File: src/hw/tws_pkg.sv
/*
  Package for the two-wire slave register port: register pointer values,
  reset values, field positions, bus addresses and timing counts.
  Assumes a 25 MHz system clock; used by tws_port, not by the synchroniser or low-time watchdog.
*/
package tws_pkg;

  // System clock and bus low-time timeout
  localparam int unsigned CLK_HZ          = 25000000;
  localparam int unsigned TIMEOUT_MS      = 30;
  localparam int unsigned TIMEOUT_CYCLES  = CLK_HZ / 1000 * TIMEOUT_MS;

  // Slave addresses (seven bits), alert-response byte, high-speed code top and general-call reset byte
  localparam logic [6:0] ADDR_VARIANT_A   = 7'h4C;
  localparam logic [6:0] ADDR_VARIANT_B   = 7'h4D;
  localparam logic [6:0] ADDR_GEN_CALL    = 7'h00;
  localparam logic [7:0] ADDR_ALERT_RESP  = 8'h19;
  localparam logic [4:0] HS_CODE_TOP      = 5'h01;
  localparam logic [7:0] GEN_CALL_RESET   = 8'h06;

  // Read pointer values
  localparam logic [7:0] PTR_LOCAL_TEMP   = 8'h00;
  localparam logic [7:0] PTR_REMOTE_TEMP  = 8'h01;
  localparam logic [7:0] PTR_EVENT_FLAGS  = 8'h02;
  localparam logic [7:0] PTR_SETUP_RD     = 8'h03;
  localparam logic [7:0] PTR_RATE_RD      = 8'h04;
  localparam logic [7:0] PTR_LUL_RD       = 8'h05;
  localparam logic [7:0] PTR_LLL_RD       = 8'h06;
  localparam logic [7:0] PTR_RUL_RD       = 8'h07;
  localparam logic [7:0] PTR_RLL_RD       = 8'h08;
  localparam logic [7:0] PTR_CONSEC       = 8'h22;
  // Write pointer values
  localparam logic [7:0] PTR_SETUP_WR     = 8'h09;
  localparam logic [7:0] PTR_RATE_WR      = 8'h0A;
  localparam logic [7:0] PTR_LUL_WR       = 8'h0B;
  localparam logic [7:0] PTR_LLL_WR       = 8'h0C;
  localparam logic [7:0] PTR_RUL_WR       = 8'h0D;
  localparam logic [7:0] PTR_RLL_WR       = 8'h0E;
  localparam logic [7:0] PTR_ONE_SHOT     = 8'h0F;
  localparam logic [7:0] PTR_SOFT_RESET   = 8'hFC;

  // Reset values
  localparam logic [7:0] RST_PTR          = 8'h00;
  localparam logic [7:0] RST_SETUP        = 8'h00;
  localparam logic [7:0] RST_RATE         = 8'h08;
  localparam logic [7:0] RST_UPPER        = 8'h55;
  localparam logic [7:0] RST_LOWER        = 8'h00;
  localparam logic [7:0] RST_CONSEC       = 8'h81;

  // Field positions
  localparam int unsigned BIT_TIMEOUT_EN  = 7;
  localparam int unsigned BIT_ALERT_MASK  = 7;
  localparam int unsigned BIT_STANDBY     = 6;
  localparam int unsigned BIT_PIN6_FUNC   = 5;
  localparam logic [7:0]  RATE_MASK       = 8'h0F;
  localparam logic [7:0]  SETUP_MASK      = 8'hE4;
  localparam logic [7:0]  CONSEC_MASK     = 8'h8E;

endpackage

File: src/hw/tws_port.sv
/*
  Two-wire / SMBus slave register port of a temperature monitor: START/STOP
  and bit recovery by oversampling, pointer and register file, MSB-first
  reads, bus timeout, high-speed mode tracking, software reset and the
  alert-response answer. Assumes SCL and SDA pins are asynchronous and the
  pad logic forms the open-drain wire from sda_oe (high while pulling low).
*/
// Overview of operation
// - Transaction starts with seven address bits then direction bit, low means write.
// - Slave answers to 1001100b or 1001101b, fixed by build variant.
// - First written byte loads pointer; later bytes write the selected register.
// - Reads use the last written pointer; it persists across reads.
// - Two-byte reads send the selected register byte twice; the pointer does not advance.
// - Bus timeout only works while timeout-enable bit 7 is set.
// - Line low 30 ms inside a frame resets the port and frees lines.
// - Timeout-enable bit resets to one.
// - High-speed master code 00001XXX is not acknowledged; filters go high-speed.
// - High-speed mode lasts until a STOP, then normal filters return.
// - General call 00h with second byte 06h does software reset.
// - Software reset restores registers, aborts conversion, clears alert and thermal out.
// - A data byte written with pointer FCh triggers the same software reset.
// - While alert is asserted, acknowledge 00011001 and return own address.
// - Returned eighth bit high for over-limit, low for under-limit cause.
// - Lost arbitration keeps alert; won arbitration drops alert at the end.
// - Pointer resets to 00h.
// - Writing the one-shot location starts one conversion, stores nothing.
module tws_port #(
  parameter logic        VARIANT_B      = 1'b0,
  parameter int unsigned TIMEOUT_CYCLES = tws_pkg::TIMEOUT_CYCLES
) (
  input  wire logic       mclk,
  input  wire logic       srst,
  input  wire logic       ce,
  input  wire logic       scl_in,
  input  wire logic       sda_in,
  output logic            sda_out,
  output logic            sda_oe,
  input  wire logic [7:0] local_temp,
  input  wire logic [7:0] remote_temp,
  input  wire logic [7:0] event_status,
  input  wire logic       alert_raise,
  input  wire logic       thermal_raise,
  output logic            alert_out,
  output logic            thermal_limit_out,
  output logic            conv_start,
  output logic            conv_abort,
  output logic            hs_mode,
  output logic [7:0]      device_setup,
  output logic [7:0]      sample_rate_select,
  output logic [7:0]      local_upper_limit_high,
  output logic [7:0]      local_lower_limit_high,
  output logic [7:0]      remote_upper_limit_high,
  output logic [7:0]      remote_lower_limit_high,
  output logic [7:0]      consec_alert
);

  typedef enum logic [2:0] {
    TWS_IDLE, TWS_RX, TWS_ACK, TWS_TX, TWS_TXACK
  } tws_state_e;

  localparam logic [6:0] OWN_ADDR = VARIANT_B ? tws_pkg::ADDR_VARIANT_B
                                              : tws_pkg::ADDR_VARIANT_A;

  tws_state_e  st_q;
  logic        scl_s, sda_s, scl_p_q, sda_p_q;
  logic [7:0]  shift_q;
  logic [3:0]  bit_q;
  logic [1:0]  byte_q;        // 0 address, 1 first data, 2 later
  logic        sel_q, rd_q, gc_q, ara_q, ara_lost_q, ack_q, busy_q, sw_rst_q;
  logic [7:0]  ptr_q;
  logic        tmo;

  // Pin synchronisers and low-time watchdog
  tws_sync #(.INIT(1'b1)) u_scl (.mclk(mclk), .srst(srst), .ce(ce), .pin(scl_in),
                                  .level(scl_s));
  tws_sync #(.INIT(1'b1)) u_sda (.mclk(mclk), .srst(srst), .ce(ce), .pin(sda_in),
                                  .level(sda_s));
  tws_lowtimer #(.LIMIT(TIMEOUT_CYCLES)) u_tmo (
    .mclk   (mclk),
    .srst   (srst),
    .ce     (ce),
    .run    (busy_q && consec_alert[tws_pkg::BIT_TIMEOUT_EN] && (!scl_s || !sda_s)),
    .expire (tmo)
  );

  // Bus condition decode
  wire scl_rise  = scl_s && !scl_p_q;
  wire scl_fall  = !scl_s && scl_p_q;
  wire start_det = scl_s && scl_p_q && sda_p_q && !sda_s;
  wire stop_det  = scl_s && scl_p_q && !sda_p_q && sda_s;
  wire [7:0] rx_byte = shift_q;
  wire addr_me   = rx_byte[7:1] == OWN_ADDR;
  wire addr_gc   = rx_byte[7:1] == tws_pkg::ADDR_GEN_CALL && !rx_byte[0];
  wire addr_ara  = rx_byte == tws_pkg::ADDR_ALERT_RESP && alert_out;
  wire addr_hs   = rx_byte[7:3] == tws_pkg::HS_CODE_TOP;
  // Alert answer: own address plus cause bit (high for over-limit)
  wire [7:0] ara_byte = {OWN_ADDR, thermal_raise | event_status[6] | event_status[4]};

  // Read mux, unmapped locations read zero
  wire [7:0] rd_data =
    (ptr_q == tws_pkg::PTR_LOCAL_TEMP)  ? local_temp :
    (ptr_q == tws_pkg::PTR_REMOTE_TEMP) ? remote_temp :
    (ptr_q == tws_pkg::PTR_EVENT_FLAGS) ? event_status :
    (ptr_q == tws_pkg::PTR_SETUP_RD)    ? device_setup :
    (ptr_q == tws_pkg::PTR_RATE_RD)     ? sample_rate_select :
    (ptr_q == tws_pkg::PTR_LUL_RD)      ? local_upper_limit_high :
    (ptr_q == tws_pkg::PTR_LLL_RD)      ? local_lower_limit_high :
    (ptr_q == tws_pkg::PTR_RUL_RD)      ? remote_upper_limit_high :
    (ptr_q == tws_pkg::PTR_RLL_RD)      ? remote_lower_limit_high :
    (ptr_q == tws_pkg::PTR_CONSEC)      ? consec_alert : 8'h00;

  // A completed data byte in a write to this slave
  wire wr_byte   = (st_q == TWS_RX) && scl_fall && bit_q == 4'h8 && sel_q && !rd_q
                   && !gc_q && byte_q != 2'h0;
  wire wr_ptr    = wr_byte && byte_q == 2'h1;
  wire wr_data   = wr_byte && byte_q == 2'h2;
  wire gc_reset  = (st_q == TWS_RX) && scl_fall && bit_q == 4'h8 && gc_q
                   && byte_q == 2'h1 && rx_byte == tws_pkg::GEN_CALL_RESET;
  wire soft_rst  = gc_reset || (wr_data && ptr_q == tws_pkg::PTR_SOFT_RESET);
  wire reg_rst   = srst || (ce && sw_rst_q);                               // Frozen while ce is low

  // Line history for edge finding
  always_ff @(posedge mclk) begin
    if (srst) begin
      scl_p_q <= 1'b1;
      sda_p_q <= 1'b1;
    end else if (ce) begin
      scl_p_q <= scl_s;
      sda_p_q <= sda_s;
    end
  end

  // Frame tracking and high-speed mode
  always_ff @(posedge mclk) begin
    if (srst) begin
      busy_q  <= 1'b0;
      hs_mode <= 1'b0;
    end else if (ce) begin
      if (start_det) busy_q <= 1'b1;
      else if (stop_det || tmo) busy_q <= 1'b0;
      if (stop_det) hs_mode <= 1'b0;
      else if ((st_q == TWS_RX) && scl_fall && bit_q == 4'h8 && byte_q == 2'h0
               && addr_hs) hs_mode <= 1'b1;
    end
  end

  // Bit engine: shift on SCL rise, drive SDA after SCL fall
  always_ff @(posedge mclk) begin
    if (srst || (ce && tmo)) begin
      st_q <= TWS_IDLE;
      shift_q <= 8'h00; bit_q <= 4'h0; byte_q <= 2'h0;
      sel_q <= 1'b0; rd_q <= 1'b0; gc_q <= 1'b0; ara_q <= 1'b0;
      ara_lost_q <= 1'b0; ack_q <= 1'b0;
      sda_out <= 1'b0; sda_oe <= 1'b0;
    end else if (ce) begin
      if (start_det) begin
        st_q <= TWS_RX; bit_q <= 4'h0; byte_q <= 2'h0;
        ara_lost_q <= 1'b0;                                                // Fresh arbitration per command
        sel_q <= 1'b0; rd_q <= 1'b0; gc_q <= 1'b0; ara_q <= 1'b0;
        sda_oe <= 1'b0;
      end else if (stop_det) begin
        st_q <= TWS_IDLE; sda_oe <= 1'b0;
      end else begin
        unique case (st_q)
          TWS_IDLE: ;
          TWS_RX: begin
            // Bits counted on rises: the SCL fall closing a START carries no bit
            if (scl_rise) begin
              shift_q <= {shift_q[6:0], sda_s};
              bit_q   <= bit_q + 4'h1;
            end
            if (scl_fall) begin
              if (bit_q == 4'h8) begin
                bit_q <= 4'h0;
                st_q  <= TWS_ACK;
                ack_q <= 1'b0;
                if (byte_q == 2'h0) begin
                  // Address byte: decide who answers
                  sel_q <= addr_me || addr_gc || addr_ara;
                  rd_q  <= rx_byte[0];
                  gc_q  <= addr_gc;
                  ara_q <= addr_ara;
                  ack_q <= addr_me || addr_gc || addr_ara;
                  byte_q <= 2'h1;
                end else begin
                  ack_q  <= sel_q && !(gc_q && byte_q == 2'h2);
                  byte_q <= 2'h2;
                end
                sda_oe <= addr_me || addr_gc || addr_ara || (byte_q != 2'h0 && sel_q);
              end
            end
          end
          TWS_ACK: begin
            // Ack pulled low during the ninth clock, then released, or for a read the first data bit driven
            if (!ack_q) sda_oe <= 1'b0;
            if (scl_fall) begin
              if (!sel_q) begin
                st_q <= TWS_IDLE; sda_oe <= 1'b0;
              end else if (rd_q) begin
                st_q    <= TWS_TX;
                shift_q <= ara_q ? ara_byte : rd_data;
                sda_oe  <= ara_q ? ~ara_byte[7] : ~rd_data[7];
              end else begin
                st_q <= TWS_RX; sda_oe <= 1'b0;
              end
            end
          end
          TWS_TX: begin
            // Lost arbitration: line low while we left it released
            if (scl_rise && !sda_oe && !sda_s) begin
              st_q <= TWS_IDLE; ara_lost_q <= ara_q;
            end else if (scl_fall) begin
              if (bit_q == 4'h7) begin
                bit_q <= 4'h0; st_q <= TWS_TXACK; sda_oe <= 1'b0;
              end else begin
                bit_q   <= bit_q + 4'h1;
                shift_q <= {shift_q[6:0], 1'b0};
                sda_oe  <= ~shift_q[6];
              end
            end
          end
          TWS_TXACK: begin
            if (scl_rise) ack_q <= !sda_s;
            if (scl_fall) begin
              if (ack_q && !ara_q) begin
                st_q    <= TWS_TX;
                shift_q <= rd_data;
                sda_oe  <= ~rd_data[7];
              end else begin
                st_q <= TWS_IDLE;
              end
            end
          end
          default: st_q <= TWS_IDLE;
        endcase
      end
    end
  end

  // Pointer, register file and control pulses
  always_ff @(posedge mclk) begin
    if (reg_rst) begin
      ptr_q                   <= tws_pkg::RST_PTR;
      device_setup            <= tws_pkg::RST_SETUP;
      sample_rate_select      <= tws_pkg::RST_RATE;
      local_upper_limit_high  <= tws_pkg::RST_UPPER;
      local_lower_limit_high  <= tws_pkg::RST_LOWER;
      remote_upper_limit_high <= tws_pkg::RST_UPPER;
      remote_lower_limit_high <= tws_pkg::RST_LOWER;
      consec_alert            <= tws_pkg::RST_CONSEC;
      conv_start              <= 1'b0;
      conv_abort              <= sw_rst_q;
      sw_rst_q                <= 1'b0;
    end else if (ce) begin
      conv_start <= 1'b0;
      conv_abort <= 1'b0;
      sw_rst_q   <= soft_rst;
      if (wr_ptr) ptr_q <= rx_byte;
      if (wr_data) begin
        unique case (ptr_q)
          tws_pkg::PTR_SETUP_WR: device_setup <= rx_byte & tws_pkg::SETUP_MASK;
          tws_pkg::PTR_RATE_WR:  sample_rate_select <= rx_byte & tws_pkg::RATE_MASK;
          tws_pkg::PTR_LUL_WR:   local_upper_limit_high <= rx_byte;
          tws_pkg::PTR_LLL_WR:   local_lower_limit_high <= rx_byte;
          tws_pkg::PTR_RUL_WR:   remote_upper_limit_high <= rx_byte;
          tws_pkg::PTR_RLL_WR:   remote_lower_limit_high <= rx_byte;
          tws_pkg::PTR_CONSEC:   consec_alert <= rx_byte & tws_pkg::CONSEC_MASK;
          tws_pkg::PTR_ONE_SHOT: conv_start <= 1'b1;
          default: ;
        endcase
      end
    end
  end

  // Alert and thermal outputs; a raise wins over the arbitration clear
  always_ff @(posedge mclk) begin
    if (reg_rst) begin
      alert_out         <= 1'b0;
      thermal_limit_out <= 1'b0;
    end else if (ce) begin
      thermal_limit_out <= thermal_raise;
      if (alert_raise) alert_out <= 1'b1;
      else if (stop_det && ara_q && !ara_lost_q && st_q != TWS_RX) alert_out <= 1'b0;
    end
  end

endmodule

File: src/hw/tws_sync.sv
/*
  Two-flop synchroniser for one pin level.
  Assumes the input is asynchronous to mclk; output is registered.
*/
module tws_sync #(
  parameter logic INIT = 1'b1
) (
  input  wire logic mclk,
  input  wire logic srst,
  input  wire logic ce,
  input  wire logic pin,
  output logic      level
);

  logic meta_q;

  // First flop feeds only the second
  always_ff @(posedge mclk) begin
    if (srst) begin
      meta_q <= INIT;
      level  <= INIT;
    end else if (ce) begin
      meta_q <= pin;
      level  <= meta_q;
    end
  end

endmodule

File: src/hw/tws_lowtimer.sv
/*
  Low-time watchdog: counts cycles while a line is low inside a frame.
  Assumes synchronised inputs on mclk; expire is a one-cycle pulse.
*/
module tws_lowtimer #(
  parameter int unsigned LIMIT = 750000
) (
  input  wire logic mclk,
  input  wire logic srst,
  input  wire logic ce,
  input  wire logic run,
  output logic      expire
);

  logic [19:0] cnt_q;

  // Restart whenever the line is released or the frame ends
  always_ff @(posedge mclk) begin
    if (srst) begin
      cnt_q  <= 20'h00000;
      expire <= 1'b0;
    end else if (ce) begin
      expire <= 1'b0;
      if (!run) begin
        cnt_q <= 20'h00000;
      end else if (cnt_q == 20'(LIMIT - 1)) begin
        cnt_q  <= 20'h00000;
        expire <= 1'b1;
      end else begin
        cnt_q <= cnt_q + 20'h00001;
      end
    end
  end

endmodule

File: config.mk
export PLATFORM = sky130hd
export DESIGN_NAME = tws_port
export DESIGN_NICKNAME = d
export VERILOG_FILES = /design/src/hw/tws_pkg.sv /design/src/hw/tws_port.sv /design/src/hw/tws_sync.sv /design/src/hw/tws_lowtimer.sv
export SDC_FILE = /design/constraint.sdc
export NUM_CORES = 1
export LEC_CHECK = 0
export CAP_MARGIN = 15
export CELL_PAD_IN_SITES_DETAIL_PLACEMENT = 0
export CELL_PAD_IN_SITES_GLOBAL_PLACEMENT = 1
export CORE_ASPECT_RATIO = 0.8
export CORE_MARGIN = 2
export CORE_UTILIZATION = 47
export DETAILED_ROUTE_END_ITERATION = 8
export DONT_BUFFER_PORTS = 1
export GPL_TIMING_DRIVEN = 0
export PLACE_DENSITY = 0.9
export RECOVER_POWER = 50
export SYNTH_ARGS = -nofsm -noshare
export SYNTH_HDL_FRONTEND = slang
export SYNTH_HIERARCHICAL = 1
export SYNTH_SLANG_ARGS = --single-unit
File: constraint.sdc
create_clock -name mclk -period 2.3 [get_ports mclk]
set_clock_uncertainty 0.2 [all_clocks]
set_input_delay 0.115 -clock mclk [delete_from_list [all_inputs] [get_ports mclk]]
set_output_delay 0.115 -clock mclk [all_outputs]
set_load 0.005 [all_outputs]
==> Word-level counts from Yosys, hierarchy flattened <==
Index checks and enable logic that the tools add are counted.
{ "word_totals": {"wordCells": 303, "inputBits": 31, "output_inout_bits": 63, "regBits": 111} }
{ "op_classes": {"n_bitwise": 6, "n_mux": 111, "n_reduce_logical": 93, "eq_ne": 57, "addsub": 2} }
{ "op_table": {"columns": ["op", "count"], "rows": [
  ["$mux W8", 20],
  ["$eq A8 B4 Y1 const B", 8],
  ["$mux W1", 58],
  ["$eq A8 B3 Y1 const B", 5],
  ["$mux W20", 2],
  ["$logic_and A1 B1 Y1", 36],
  ["$mux W4", 8],
  ["$pmux W8 S4", 1],
  ["$mux W3", 9],
  ["$ne A2 B2 Y1 const B", 12],
  ["$ne A4 B4 Y1 const B", 6],
  ["$reduce_bool A2 Y1", 12],
  ["$reduce_and A3 Y1", 7],
  ["$add A20 B1 Y20 const B", 1],
  ["$eq A20 B20 Y1 const B", 1],
  ["$mux W2", 9],
  ["$eq A8 B2 Y1 const B", 2],
  ["$ne A5 B5 Y1 const B", 3],
  ["$pmux W3 S5", 1],
  ["$reduce_and A13 Y1", 1],
  ["$logic_not A1 Y1", 11],
  ["$reduce_and A5 Y1", 2],
  ["$ne A3 B3 Y1 const B", 3],
  ["$reduce_and A9 Y1", 1],
  ["other kinds (35)", 50]
]} }

==> Longest topological paths before layout <==
Gate-level depths: netlist (run 1).
{ "logic_depth": {"ltp_word": 19, "depth_mapped": 11, "ltp_nobuf": 8} }

==> Modules after synthesis <==
The synthesis (run 1) kept the hierarchy.
{ "by_module_without_submodules": {"columns": ["module", "seq_area_each_um2", "cells_per_inst", "instances", "area_per_inst_um2"], "rows": [
  ["tws_port", 1731.7, 637, 1, 4983.5],
  ["tws_lowtimer", 420.4, 156, 1, 1268.7],
  ["tws_sync", 40.0, 6, 2, 70.1]
]} }

==> Worst setup path after synthesis (run 1) <==
No wires, ideal clock.
{ "synth_path": {"path_type": "register to register", "from": "register bit_q[0]", "to": "register ptr_q[2]", "path_slack_ps": 152, "path_buffers": 2, "setup_time_ps": 128, "t_required_ps": 1972, "t_arrival_ps": 1821, "period_less_slack_ps": 2148, "stages_incl_launch_ff": 11, "path_cell_list": "dfxtp_1 inv_1 ha_1 and3b_1 and3_1 buf_2 nand4b_1 nor4b_1 buf_4 mux2i_1 nor2_1"} }
{ "synth_between": {"elab_chain_cells": 8} }
{ "synth_lines": {"columns": ["element", "line_no", "rtl"], "rows": [
  ["start, declared", "tws_port.sv:67", "logic [3:0] bit_q;"],
  ["start signal, assigned", "tws_port.sv:170", "bit_q <= bit_q + 4'h1;"],
  ["start signal, assigned", "tws_port.sv:216", "bit_q <= bit_q + 4'h1;"],
  ["$eq A4 B4 Y1", "tws_port.sv:113", "wire wr_byte = (st_q == TWS_RX) && scl_fall && bit_q == 4'h8 && sel_q && !rd_q"],
  ["$logic_and A1 B1 Y1 (3 in series)", "tws_port.sv:113", null],
  ["$logic_and A1 B1 Y1 (2 in series)", "tws_port.sv:114", "&& !gc_q && byte_q != 2'h0;"],
  ["$logic_and A1 B1 Y1", "tws_port.sv:115", "wire wr_ptr = wr_byte && byte_q == 2'h1;"],
  ["$reduce_and A2 Y1 (no line)", null, null],
  ["end signal, assigned", "tws_port.sv:243", "ptr_q <= tws_pkg::RST_PTR;"],
  ["end signal, assigned", "tws_port.sv:258", "if (wr_ptr) ptr_q <= rx_byte;"],
  ["end, declared", "tws_port.sv:70", "logic [7:0] ptr_q;"]
]} }
Every way passes these cells.
A chain may end at the register's enable or synchronous reset.

==> Final worst setup path (run 1) <==
{ "layout_path": {"from": "register bit_q[1]", "to": "register ptr_q[6]"} }
The elaborated chain is that of the path after synthesis.

==> run summary, run 1 <==
outcome = finished with violations
violated checks = negative setup slack
critical path arrival = 2.41 ns
Pint = 2909 uW
worst-path fanout max = 8
drt drc = 0
Starting DRT DRC Count = 868
fin crit share = 1.033
final core utilization = 0.5626
area leader, netlist = dfxtp_1
XOR/XNOR Fraction of Synth Area = 0.005481
post-synthesis sequential area ratio = 0.3492
max-slew violations = 0
Final Hold Violating Endpoints = 0
ranking of synthesized cells by area = dfxtp_1, nand3_1, nand2_1, a21oi_1, o21ai_0
Die Height = 108.3 um
Worst-path clk slew = 0.08 ns
CP Class = flop to flop
largest family of logic cells by synthesized area = simple AND/OR/NAND/NOR gates
Vias = 6,766
initial antenna violation count = 0
Net Sw Frac = 0.2552
Req. time, crit path = 2.34 ns
CTS tree = done
Total GRT Usage = 0.3087
H-Tree Depth = 3
combinational share of power = 0.079
Synth Area in Compound Gates = 0.2261
DR WL/cell = 21.75 um
power share of the clock group = 0.420
number of max-cap violations = 0
routability cong. = 0.9598
Initial Util = 0.4768
Die X = 134.4 um
Design Area, Final = 7543 um^2
Post-DRT Antenna Nets = 0
mux cell area share after synthesis = 0.03523
EDFF count, synth = 1
dpl ws = -0.3458 ns
TritonCTS Sinks = 111
drt total wl = 22,710 um
max_slew headroom = 0.5620
total CTS buffers = 9
die area = 14,560 um^2
CP Capture Type = flop
Post-Synth Adder-Cell Area = 0.005872
async set or reset register ratio after synthesis = 0
layout cells sized above 1 = 0.1968
worst skew pair latency = 0.37 ns
Synth top area share = 0.3445
Worst Setup Slack, final = -0.07601 ns
cell family with the largest share of critical-path delay = simple AND/OR/NAND/NOR gates
hpwl dp = 16,470 um
vias in the first global route = 6,206
DR vias/cell = 6.481
Net Switching = 996.6 uW
Core Area = 13,410 um^2
fin crit period = 2.376 ns
CP Cell Sequence = inv_2 -> ha_4 -> and3b_2 -> and3_4 -> buf_6 -> nand4b_1 -> nor4b_2 -> buf_4 -> mux2i_1 -> nor2_1
largest net degree at the start of global routing = 19
IO Port Bufs = 0
first-pass GRT wire length = 34,750 um
area grow syn2layout = 18.01%
Synth warnings = 6
maximum vdd drop = 0.0003906 V
pwr/cell area = 517.8 nW/um^2
CP max-delay cell = dfxtp_2
worst min path class = primary input to flop
worst-margin pin slew = 0.6570 ns
top-count cell post-synth = dfxtp_1
final net count = 893
Longest Clk Path Bufs = 2
post-synth cell types = 92
drt pass-1 iters = 5
flops & latches, synth = 111
Rows = 38
maximum clock rate = 420.9 MHz
most used flip-flop cell after synthesis = dfxtp_1
leakage power = 0.002634 uW
Cell Area, Placed = 6659 um^2
synth cell count leaders = dfxtp_1, nand2_1, nand3_1, nor2_1, a21oi_1
Buf+Inv Stages, Crit Path = 3
Synth Instances = 805
synthesized cell area = 6392 um^2
part of the power in registers = 0.501
RSZ-0062 raised after global routing = yes
Ports = 94
Simple-Gate Fraction of Synth Area = 0.3075
Final setup viols = 14
Worst path max stage delay = 0.34 ns
clock root buffer = clkbuf_16
ANT cells = 0
Avg Cell Area, Syn = 7.941 um^2
type of origin of the critical path = flop
gr ovfl total = 0
==> cell type report <==
class                      instances  area, um^2
tap                              180       225.2
sequential                       111        2243
fill                            1252        5864
clock buffer                      11       232.7
inverter                          16       62.56
clock inverter                     5       65.06
timing repair buffer              35       309.0
buffer                            70       420.4
multi-input combinational        616        3985
==> stage by stage <==
| step | total power, uW | std cells | TNS [ns] | hold WS, ns |
|---|---|---|---|---|
| final | 3906 | 1044 | -0.6041 | 0.007018 |
| after global routing | 4021 | 1044 | -2.273 | 0.04335 |
| after CTS | 3896 | 1033 | -0.08342 | 0.01064 |
| after detailed placement | 2262 | 996 | -9.056 | 0.01875 |
| after global placement | 2259 | 996 | -8.235 | 0.01524 |
| after floorplan | 2188 | 816 | 0 | 0.01357 |
==> metal layers <==
metal	global-route usage	part of all wire	routed length (um)
met2	0.4770	0.44	10090
met4	0.07368	0.021	480
met1	0.4281	0.42	9614
met5	0	0	0
met3	0.08673	0.11	2520
==> power by group through the flow <==
stage / combinational (uW) / clock [uW] / sequential [uW]
after global routing: 332 / 1730 / 1960
after detailed placement: 264 / 0 / 2000
after CTS: 289 / 1650 / 1960
after global placement: 262 / 0 / 2000
after floorplan: 194 / 0 / 1990
final: 308 / 1640 / 1960
==> sequential cells by signal, summed over array words and instances (netlist names), 2 cells and up <==
| signal | cells |
|---|---|
| consec_alert | 5 |
| bit_q | 4 |
| local_upper_limit_high | 8 |
| byte_q | 2 |
| remote_lower_limit_high | 8 |
| device_setup | 4 |
| st_q | 3 |
| local_lower_limit_high | 8 |
| sample_rate_select | 4 |
| rx_byte | 8 |
| remote_upper_limit_high | 8 |
| ptr_q | 8 |
| u_tmo/cnt_q | 20 |
==> worst register-to-register path, delay by kind of cell, from the launching register on <==
| kind | cells | cell delay (ns) |
|---|---|---|
| fa+ha+maj | 1 | 0.12 |
| simple gates | 5 | 0.92 |
| buf+inv | 3 | 0.43 |
| mux | 1 | 0.23 |
| flops | 1 | 0.34 |
==> cells by family (layout without fill, tap and decap cells) <==
kind of cell,after synthesis,in the layout
xor+xnor,4,4
fa+ha+maj,3,3
compound gates,221,221
mux,22,22
flops,111,111
buf+inv,89,137
other cells,1,12
simple gates,354,354
==> repair_timing <==
action                                 CTS  global route
setup endpoints to repair               79            78
gates cloned                             1             0
buffers inserted                        10            11
pin swaps                                3            11
resized for setup                       31            57
endpoints found under the hold margin   19             0
hold buffers                            13             0
==> layout by cell type, fill, tap and decap left out, types with 12 or more instances in the layout <==
cell and n:
nor2_1 55, mux2i_1 18, nand2_1 76, a31oi_1 18, nor2b_1 16, buf_2 21
dfxtp_1 103, nor3_1 17, dlygate4sd3_1 13, a21oi_1 52, clkbuf_1 18, conb_1 12
o21ai_0 51, nand3_1 67, buf_4 34, inv_1 13, nand2b_1 17
==> worst paths after layout <==
kind,startpoint,to,slack (ns),cells after the start
hold reg to reg,busy_q,busy_q,0.27,2
setup reg to reg,bit_q[1],ptr_q[6],-0.08,10
setup / recovery,bit_q[1],ptr_q[6],-0.08,10
hold / removal,event_status[3],rx_byte[3],0.007,4
Power figures use the tool's default switching activity.
==> run 2: changes to the inputs <==
--- a/config.mk
+++ b/config.mk
@@ -18,5 +18,4 @@
 export RECOVER_POWER = 50
 export SYNTH_ARGS = -nofsm -noshare
 export SYNTH_HDL_FRONTEND = slang
-export SYNTH_HIERARCHICAL = 1
 export SYNTH_SLANG_ARGS = --single-unit
==> run 2 against run 1 <==
  * Critical endpoint is now sda_oe
  * Via count decreased by 11%
  * Synthesized area decreased by 4.2%
  * The run still ends with negative setup slack left
  * Wire length decreased by 10%
  * Critical path depth decreased by 4
==> run summary, run 2 <==
outcome = finished with violations
violated checks = negative setup slack
DR vias/cell = 6.187 (-4.5%)
Ports = 94 (unchanged)
Die X = 131.6 um (-2.1%)
worst-path fanout max = 6 (-2)
Final Hold Violating Endpoints = 0 (unchanged)
area leader, netlist = dfxtp_1
layout cells sized above 1 = 0.1557 (-0.04109)
worst min path class = primary input to flop
CP Capture Type = flop
Worst-path clk slew = 0.08 ns (about the same)
CTS tree = done
Worst Setup Slack, final = -0.03301 ns (+0.04300 ns)
Pint = 2930 uW (+0.71%)
drt drc = 0 (unchanged)
reg-to-reg endpoint = sda_oe
flops & latches, synth = 111 (unchanged)
maximum clock rate = 428.6 MHz (+1.8%)
die area = 13,960 um^2 (-4.1%)
top-count cell post-synth = dfxtp_1
Die Height = 106.1 um (-2.0%)
Net Sw Frac = 0.2379 (-0.01723)
most flop-heavy register = u_tmo.cnt_q
Cell Area, Placed = 6384 um^2 (-4.1%)
Placed Cells incl. Taps = 935 (-6.1%)
leading cell type in the layout, fill and taps excluded = dfxtp_1
ANT cells = 0 (unchanged)
first-pass GRT wire length = 30,880 um (-11%)
part of the power in registers = 0.507 (+0.006)
area grow syn2layout = 18.08% (about the same)
vias in the first global route = 5,480 (-12%)
Synth top area share = 0.3596 (+0.01513)
initial antenna violation count = 1 (+1)
TritonCTS Sinks = 111 (unchanged)
commonest non-fill, non-tap cells in the layout = dfxtp_1, nor2_1, nand2_1
pwr/cell area = 531.7 nW/um^2 (+2.7%)
IO Port Bufs = 0 (unchanged)
fin crit period = 2.333 ns (-0.04300 ns)
gr ovfl total = 0 (unchanged)
maximum vdd drop = 0.0003909 V (about the same)
synthesized cell area = 6123 um^2 (-4.2%)
worst-margin pin slew = 0.7251 ns (+0.06814 ns)
Final setup viols = 2 (-12)
max-slew violations = 0 (unchanged)
largest net degree at the start of global routing = 19 (unchanged)
Design Area, Final = 7231 um^2 (-4.1%)
combinational share of power = 0.051 (-0.028)
Worst Hold Launch = remote_temp[4]
leakage power = 0.002552 uW (-3.1%)
RSZ-0062 raised after global routing = yes
Avg Cell Area, Syn = 8.175 um^2 (+3.0%)
worst skew pair latency = 0.37 ns (about the same)
most used flip-flop cell after synthesis = dfxtp_1
drt total wl = 20,390 um (-10%)
final non-filler cell total = 978 (-6.3%)
drt pass-1 iters = 5 (unchanged)
Worst Hold Path EP = rx_byte[4]
ranking of synthesized cells by area = dfxtp_1, mux2i_1, nor2_1, nand2_1, a21oi_1
type of origin of the critical path = flop
Synth Instances = 749 (-7.0%)
Vias = 6,051 (-11%)
Total GRT Usage = 0.2826 (-0.02615)
EDFF count, synth = 1 (unchanged)
number of max-cap violations = 0 (unchanged)
clock root buffer = clkbuf_16
async set or reset register ratio after synthesis = 0 (unchanged)
Synth warnings = 0 (-6)
max_slew headroom = 0.5166 (-0.04543)
Req. time, crit path = 2.36 ns (+0.02 ns)
synth cell count leaders = dfxtp_1, nor2_1, nand2_1, a21oi_1, o21ai_0
H-Tree Depth = 3 (unchanged)
reg2reg setup slack = -0.03 ns (+0.04 ns)
Rows = 37 (-2.6%)
power share of the clock group = 0.442 (+0.022)
total CTS buffers = 9 (unchanged)
Starting DRT DRC Count = 736 (-15%)
hold depth = 4 (unchanged)
total chip power = 3845 uW (-1.6%)
fin crit share = 1.014 (-0.01869)
Worst Reg-to-Reg Cells = 6 (-4)
post-synth cell types = 76 (-17%)
Initial Util = 0.4792 (+0.002476)
critical path arrival = 2.40 ns (about the same)
Post-DRT Antenna Nets = 0 (unchanged)
DR WL/cell = 20.85 um (-4.1%)
Core Area = 12,780 um^2 (-4.7%)
final net count = 832 (-6.8%)
RR Startpoint = ptr_q[1]
Net Switching = 914.8 uW (-8.2%)
CP Class = flop to flop
routability cong. = 1.004 (+4.6%)
Longest Clk Path Bufs = 2 (unchanged)
hpwl dp = 14,300 um (-13%)
post-synthesis sequential area ratio = 0.3645 (+0.01534)
max reg flops = 20 (unchanged)
run 2: cell count changes in the layout (fill, tap and decap cells not counted), moves of 8 or more:
| cell | before | now |
|---|---|---|
| nand3_1 | 67 | 23 |
| mux2i_1 | 18 | 44 |
| nor2_1 | 55 | 88 |
| buf_2 | 21 | 0 |
| xor2_1 | 3 | 11 |
| xnor2_1 | 1 | 9 |
| a31oi_1 | 18 | 6 |
run 2: through the flow:
step                      hold WS [ns]  setup slack, ns  TNS [ns]    util
after floorplan                0.03742          0.03977         0       -
after global placement         0.03893          -0.6198    -19.51  0.4996
after detailed placement       0.04170          -0.6178    -20.56  0.4996
after CTS                      0.03242         -0.04407  -0.06258  0.5521
after global routing           0.04977         -0.08021   -0.4835  0.5659
final                          0.04507         -0.03301  -0.05789  0.5659
run 2: layout make-up:
cell class | instances | area (um^2)
timing repair buffer | 33 | 310.3
clock buffer | 12 | 256.5
tap | 175 | 219.0
buffer | 51 | 310.3
clock inverter | 4 | 60.06
fill | 1183 | 5547
multi-input combinational | 578 | 3765
sequential | 111 | 2256
inverter | 14 | 53.80
run 2: worst max-delay path by stage:
stage | from | endpoint | slack [ns]
floorplan | ptr_q[5] | rx_byte[2] | 0.04
global placement | ptr_q[1] | rx_byte[4] | -0.62
detailed placement | ptr_q[1] | rx_byte[4] | -0.62
CTS | ptr_q[2] | sda_oe | -0.04
global route | ptr_q[1] | sda_oe | -0.08
finish | ptr_q[1] | sda_oe | -0.03
run 2: logic make-up (layout without fill, tap and decap cells):
group                      after synthesis  after routing  share of synthesized area
muxes                                   48             48                    0.07928
adders and majority gates                3              3                   0.006131
other                                    1             12                  0.0006124
xor gates and xnor gates                20             20                    0.02861
and+or+nand+nor                        305            305                     0.2632
AOI/OAI and AO/OA                      189            190                     0.2007
DFF                                    111            111                     0.3645
buffers and inverters                   72            114                    0.05701
run 2: power groups by stage:
stage	clock, uW	sequential, uW	combinational (uW)
2_1_floorplan	0	1990	125
4_1_cts	1710	1950	191
3_3_place_gp	0	1990	166
5_1_grt	1780	1950	210
6_report	1700	1950	196
3_5_place_dp	0	1990	167
run 2: critical path, stage by stage (launching register included):
cell      delay (ns)
dfxtp_2         0.45
nor2b_2         0.33
and3_2          0.31
a221o_1         0.21
o311ai_1        0.17
a32o_2          0.33
a31o_2          0.22
run 2: per-layer routing:
layer | up-vias | global-route usage | wire, um
li1 | 2795 | - | -
met1 | 2888 | 0.3915 | 8982
met2 | 332 | 0.4215 | 8666
met3 | 34 | 0.09108 | 2387
met4 | 2 | 0.08075 | 344
met5 | - | 0 | 13
run 2: repair_timing:
action | in CTS | in global routing
hold buffers | 15 | 0
pin swaps | 10 | 7
cloned | 1 | 0
gates resized for setup | 45 | 55
buffers inserted | 12 | 6
setup endpoints to repair | 75 | 78
endpoints found under the hold margin | 11 | 0
==> run 3: changes to the inputs <==
--- a/config.mk
+++ b/config.mk
@@ -9,7 +9,7 @@
 export CELL_PAD_IN_SITES_DETAIL_PLACEMENT = 0
 export CELL_PAD_IN_SITES_GLOBAL_PLACEMENT = 1
 export CORE_ASPECT_RATIO = 0.8
-export CORE_MARGIN = 2
+export CORE_MARGIN = 5
 export CORE_UTILIZATION = 47
 export DETAILED_ROUTE_END_ITERATION = 8
 export DONT_BUFFER_PORTS = 1
==> run 3 against run 2 <==
  * Cell area increased by 1.3%
  * The run still ends with negative setup slack left
  * Critical endpoint is now rx_byte[0]
  * Fmax increased by 1.3%
  * Critical path depth increased by 2
  * Register-to-register slack improved by 0.03 ns
  * Count of clock-buffer cells in the layout decreased by 3
  * Largest power group unchanged
  * Global-route usage decreased by 1.7 points
  * Worst setup slack improved by 0.030 ns
  * Combinational power increased by 3%
  * Sequential power about the same
  * First-iteration DRC count decreased by 8.2%
  * Clock power decreased by 9%
==> run summary, run 3 (synthesis gave the netlist of run 2 again) <==
vias in the first global route = 5,803 (+5.9%)
Final setup viols = 1 (-1)
ANT cells = 0 (unchanged)
Die X = 137.6 um (+4.6%)
H-Tree Depth = 3 (unchanged)
Die Height = 112.1 um (+5.7%)
max-slew violations = 0 (unchanged)
routability cong. = 0.9395 (-6.4%)
Rows = 37 (unchanged)
largest net degree at the start of global routing = 20 (+1)
CP max-delay cell = dfxtp_4
Worst path max stage delay = 0.40 ns (-0.05 ns)
CP Cell Sequence = buf_8 -> nor2b_1 -> clkbuf_8 -> nand3_1 -> o21bai_1 -> a22o_1 -> a211o_1 -> a31oi_1
area grow syn2layout = 19.62%
die area = 15,430 um^2 (+10%)
Worst Setup Slack, final = -0.003334 ns (+0.02968 ns)
hold depth = 4 (unchanged)
Starting DRT DRC Count = 676 (-8.2%)
CTS tree = done
first-pass GRT wire length = 31,910 um (+3.3%)
DR WL/cell = 21.32 um (+2.2%)
Core Area = 12,820 um^2 (+0.36%)
dpl ws = -0.5775 ns (+0.04036 ns)
pwr/cell area = 503.5 nW/um^2 (-5.3%)
max_slew headroom = 0.5031 (-0.01349)
final net count = 844 (+1.4%)
number of max-cap violations = 0 (unchanged)
commonest non-fill, non-tap cells in the layout = dfxtp_1, nor2_1, nand2_1
drt total wl = 21,100 um (+3.5%)
type of origin of the critical path = flop
Worst-path clk slew = 0.08 ns (about the same)
fill cell count = 1,177 (-0.51%)
drt pass-1 iters = 5 (unchanged)
leading cell type in the layout, fill and taps excluded = dfxtp_1
clock root buffer = clkbuf_16
initial antenna violation count = 0 (-1)
most flop-heavy register = u_tmo.cnt_q
gr ovfl total = 0 (unchanged)
worst skew pair latency = 0.37 ns (about the same)
maximum vdd drop = 0.0004173 V (+6.7%)
RSZ-0062 raised after global routing = yes
Placed Cells incl. Taps = 935 (unchanged)
total CTS buffers = 9 (unchanged)
TritonCTS Sinks = 111 (unchanged)
Worst Reg-to-Reg Cells = 8 (+2)
layout cells sized above 1 = 0.1791 (+0.02347)
CP Capture Type = flop
maximum clock rate = 434.2 MHz (+1.3%)
leakage power = 0.002601 uW (+1.9%)
critical path arrival = 2.40 ns (about the same)
worst-case hold slack = 0.03582 ns (-0.009249 ns)
drt drc = 0 (unchanged)
IO Port Bufs = 0 (unchanged)
outcome = finished with violations
Final Hold Violating Endpoints = 0 (unchanged)
Longest Clk Path Bufs = 2 (unchanged)
Vias = 6,180 (+2.1%)
Total GRT Usage = 0.2660 (-0.01659)
max reg flops = 20 (unchanged)
DR vias/cell = 6.242 (+0.89%)
worst-path fanout max = 10 (+4)
Initial Util = 0.4775 (-0.001730)
Req. time, crit path = 2.40 ns (+0.04 ns)
final non-filler cell total = 990 (+1.2%)
fin crit period = 2.303 ns (-0.02968 ns)
Post-DRT Antenna Nets = 0 (unchanged)
worst-margin pin slew = 0.7454 ns (+0.02024 ns)
hpwl dp = 14,980 um (+4.7%)
violated checks = negative setup slack
Ports = 94 (unchanged)
setup TNS = -0.003334 ns (+0.05456 ns)
worst min path class = primary input to flop
CP Class = flop to flop
fin crit share = 1.001 (-0.01290)
## run 3: changes by cell type in the layout (fill, tap and decap cells not counted), moves of 2 or more
cell / delta
buf_4: +12
dfxtp_2: +6
dfxtp_1: -5
clkbuf_2: -3
clkinv_2: +3
o21ai_1: -3
a31oi_2: +2
nand2b_2: -2
nor4_2: -2
o21ai_0: +2
## run 3: worst paths after layout
kind                                    to  slack (ns)      startpoint
worst max-delay path            rx_byte[0]      -0.003        ptr_q[2]
worst min register to register      busy_q        0.27          busy_q
worst min-delay path            rx_byte[4]        0.04  remote_temp[4]
worst max register to register  rx_byte[0]      -0.003        ptr_q[2]
## run 3: final cells by class
class | count | area (um^2) | share of cell area
Buffer | 51 | 321.6 | 0.04390
Clock buffer | 9 | 225.2 | 0.03075
Clock inverter | 7 | 53.80 | 0.007345
Inverter | 14 | 57.56 | 0.007858
Multi-Input combinational cell | 578 | 3786 | 0.5169
Sequential cell | 111 | 2260 | 0.3085
Tap cell | 175 | 219.0 | 0.02989
Timing Repair Buffer | 45 | 401.6 | 0.05483
## run 3: power by group
part / leakage [uW] / switching (uW) / internal (uW)
logic: 0.00155 / 122 / 79.5
registers: 0.000907 / 15.7 / 1930
clock network: 0.000139 / 788 / 750
## run 3: repair_timing
item                                    CTS  global route
setup buffers                            17            14
gates cloned                              0             1
pin swaps                                10            13
hold endpoints to repair                 10             0
endpoints found under the setup margin   75            78
gates resized for setup                  49            58
hold buffers                             14             0
## run 3: critical path: cells and delay by family (launching register included)
kind,cells,cell delay (ns)
AOI/OAI and AO/OA,4,0.98
DFF,1,0.40
buffers and inverters,2,0.34
and+or+nand+nor,2,0.30
## run 3: metal layers
| layer | GRT usage | share of wire | wire length (um) | vias up |
|---|---|---|---|---|
| li1 | - | - | - | 2811 |
| met1 | 0.3665 | 0.42 | 8918 | 2957 |
| met2 | 0.3950 | 0.43 | 9136 | 355 |
| met3 | 0.08513 | 0.12 | 2485 | 57 |
| met4 | 0.08444 | 0.027 | 562 | 0 |
| met5 | 0 | 0 | 0 | - |
## run 3: stage by stage
stage               total power (uW)  instance area, um^2  utilization
finish                          3688                 7325       0.5712
global route                    3816                 7325       0.5712
CTS                             3696                 7082       0.5522
detailed placement              2161                 6384       0.4978
global placement                2157                 6384       0.4978
floorplan                       2112                 6165            -
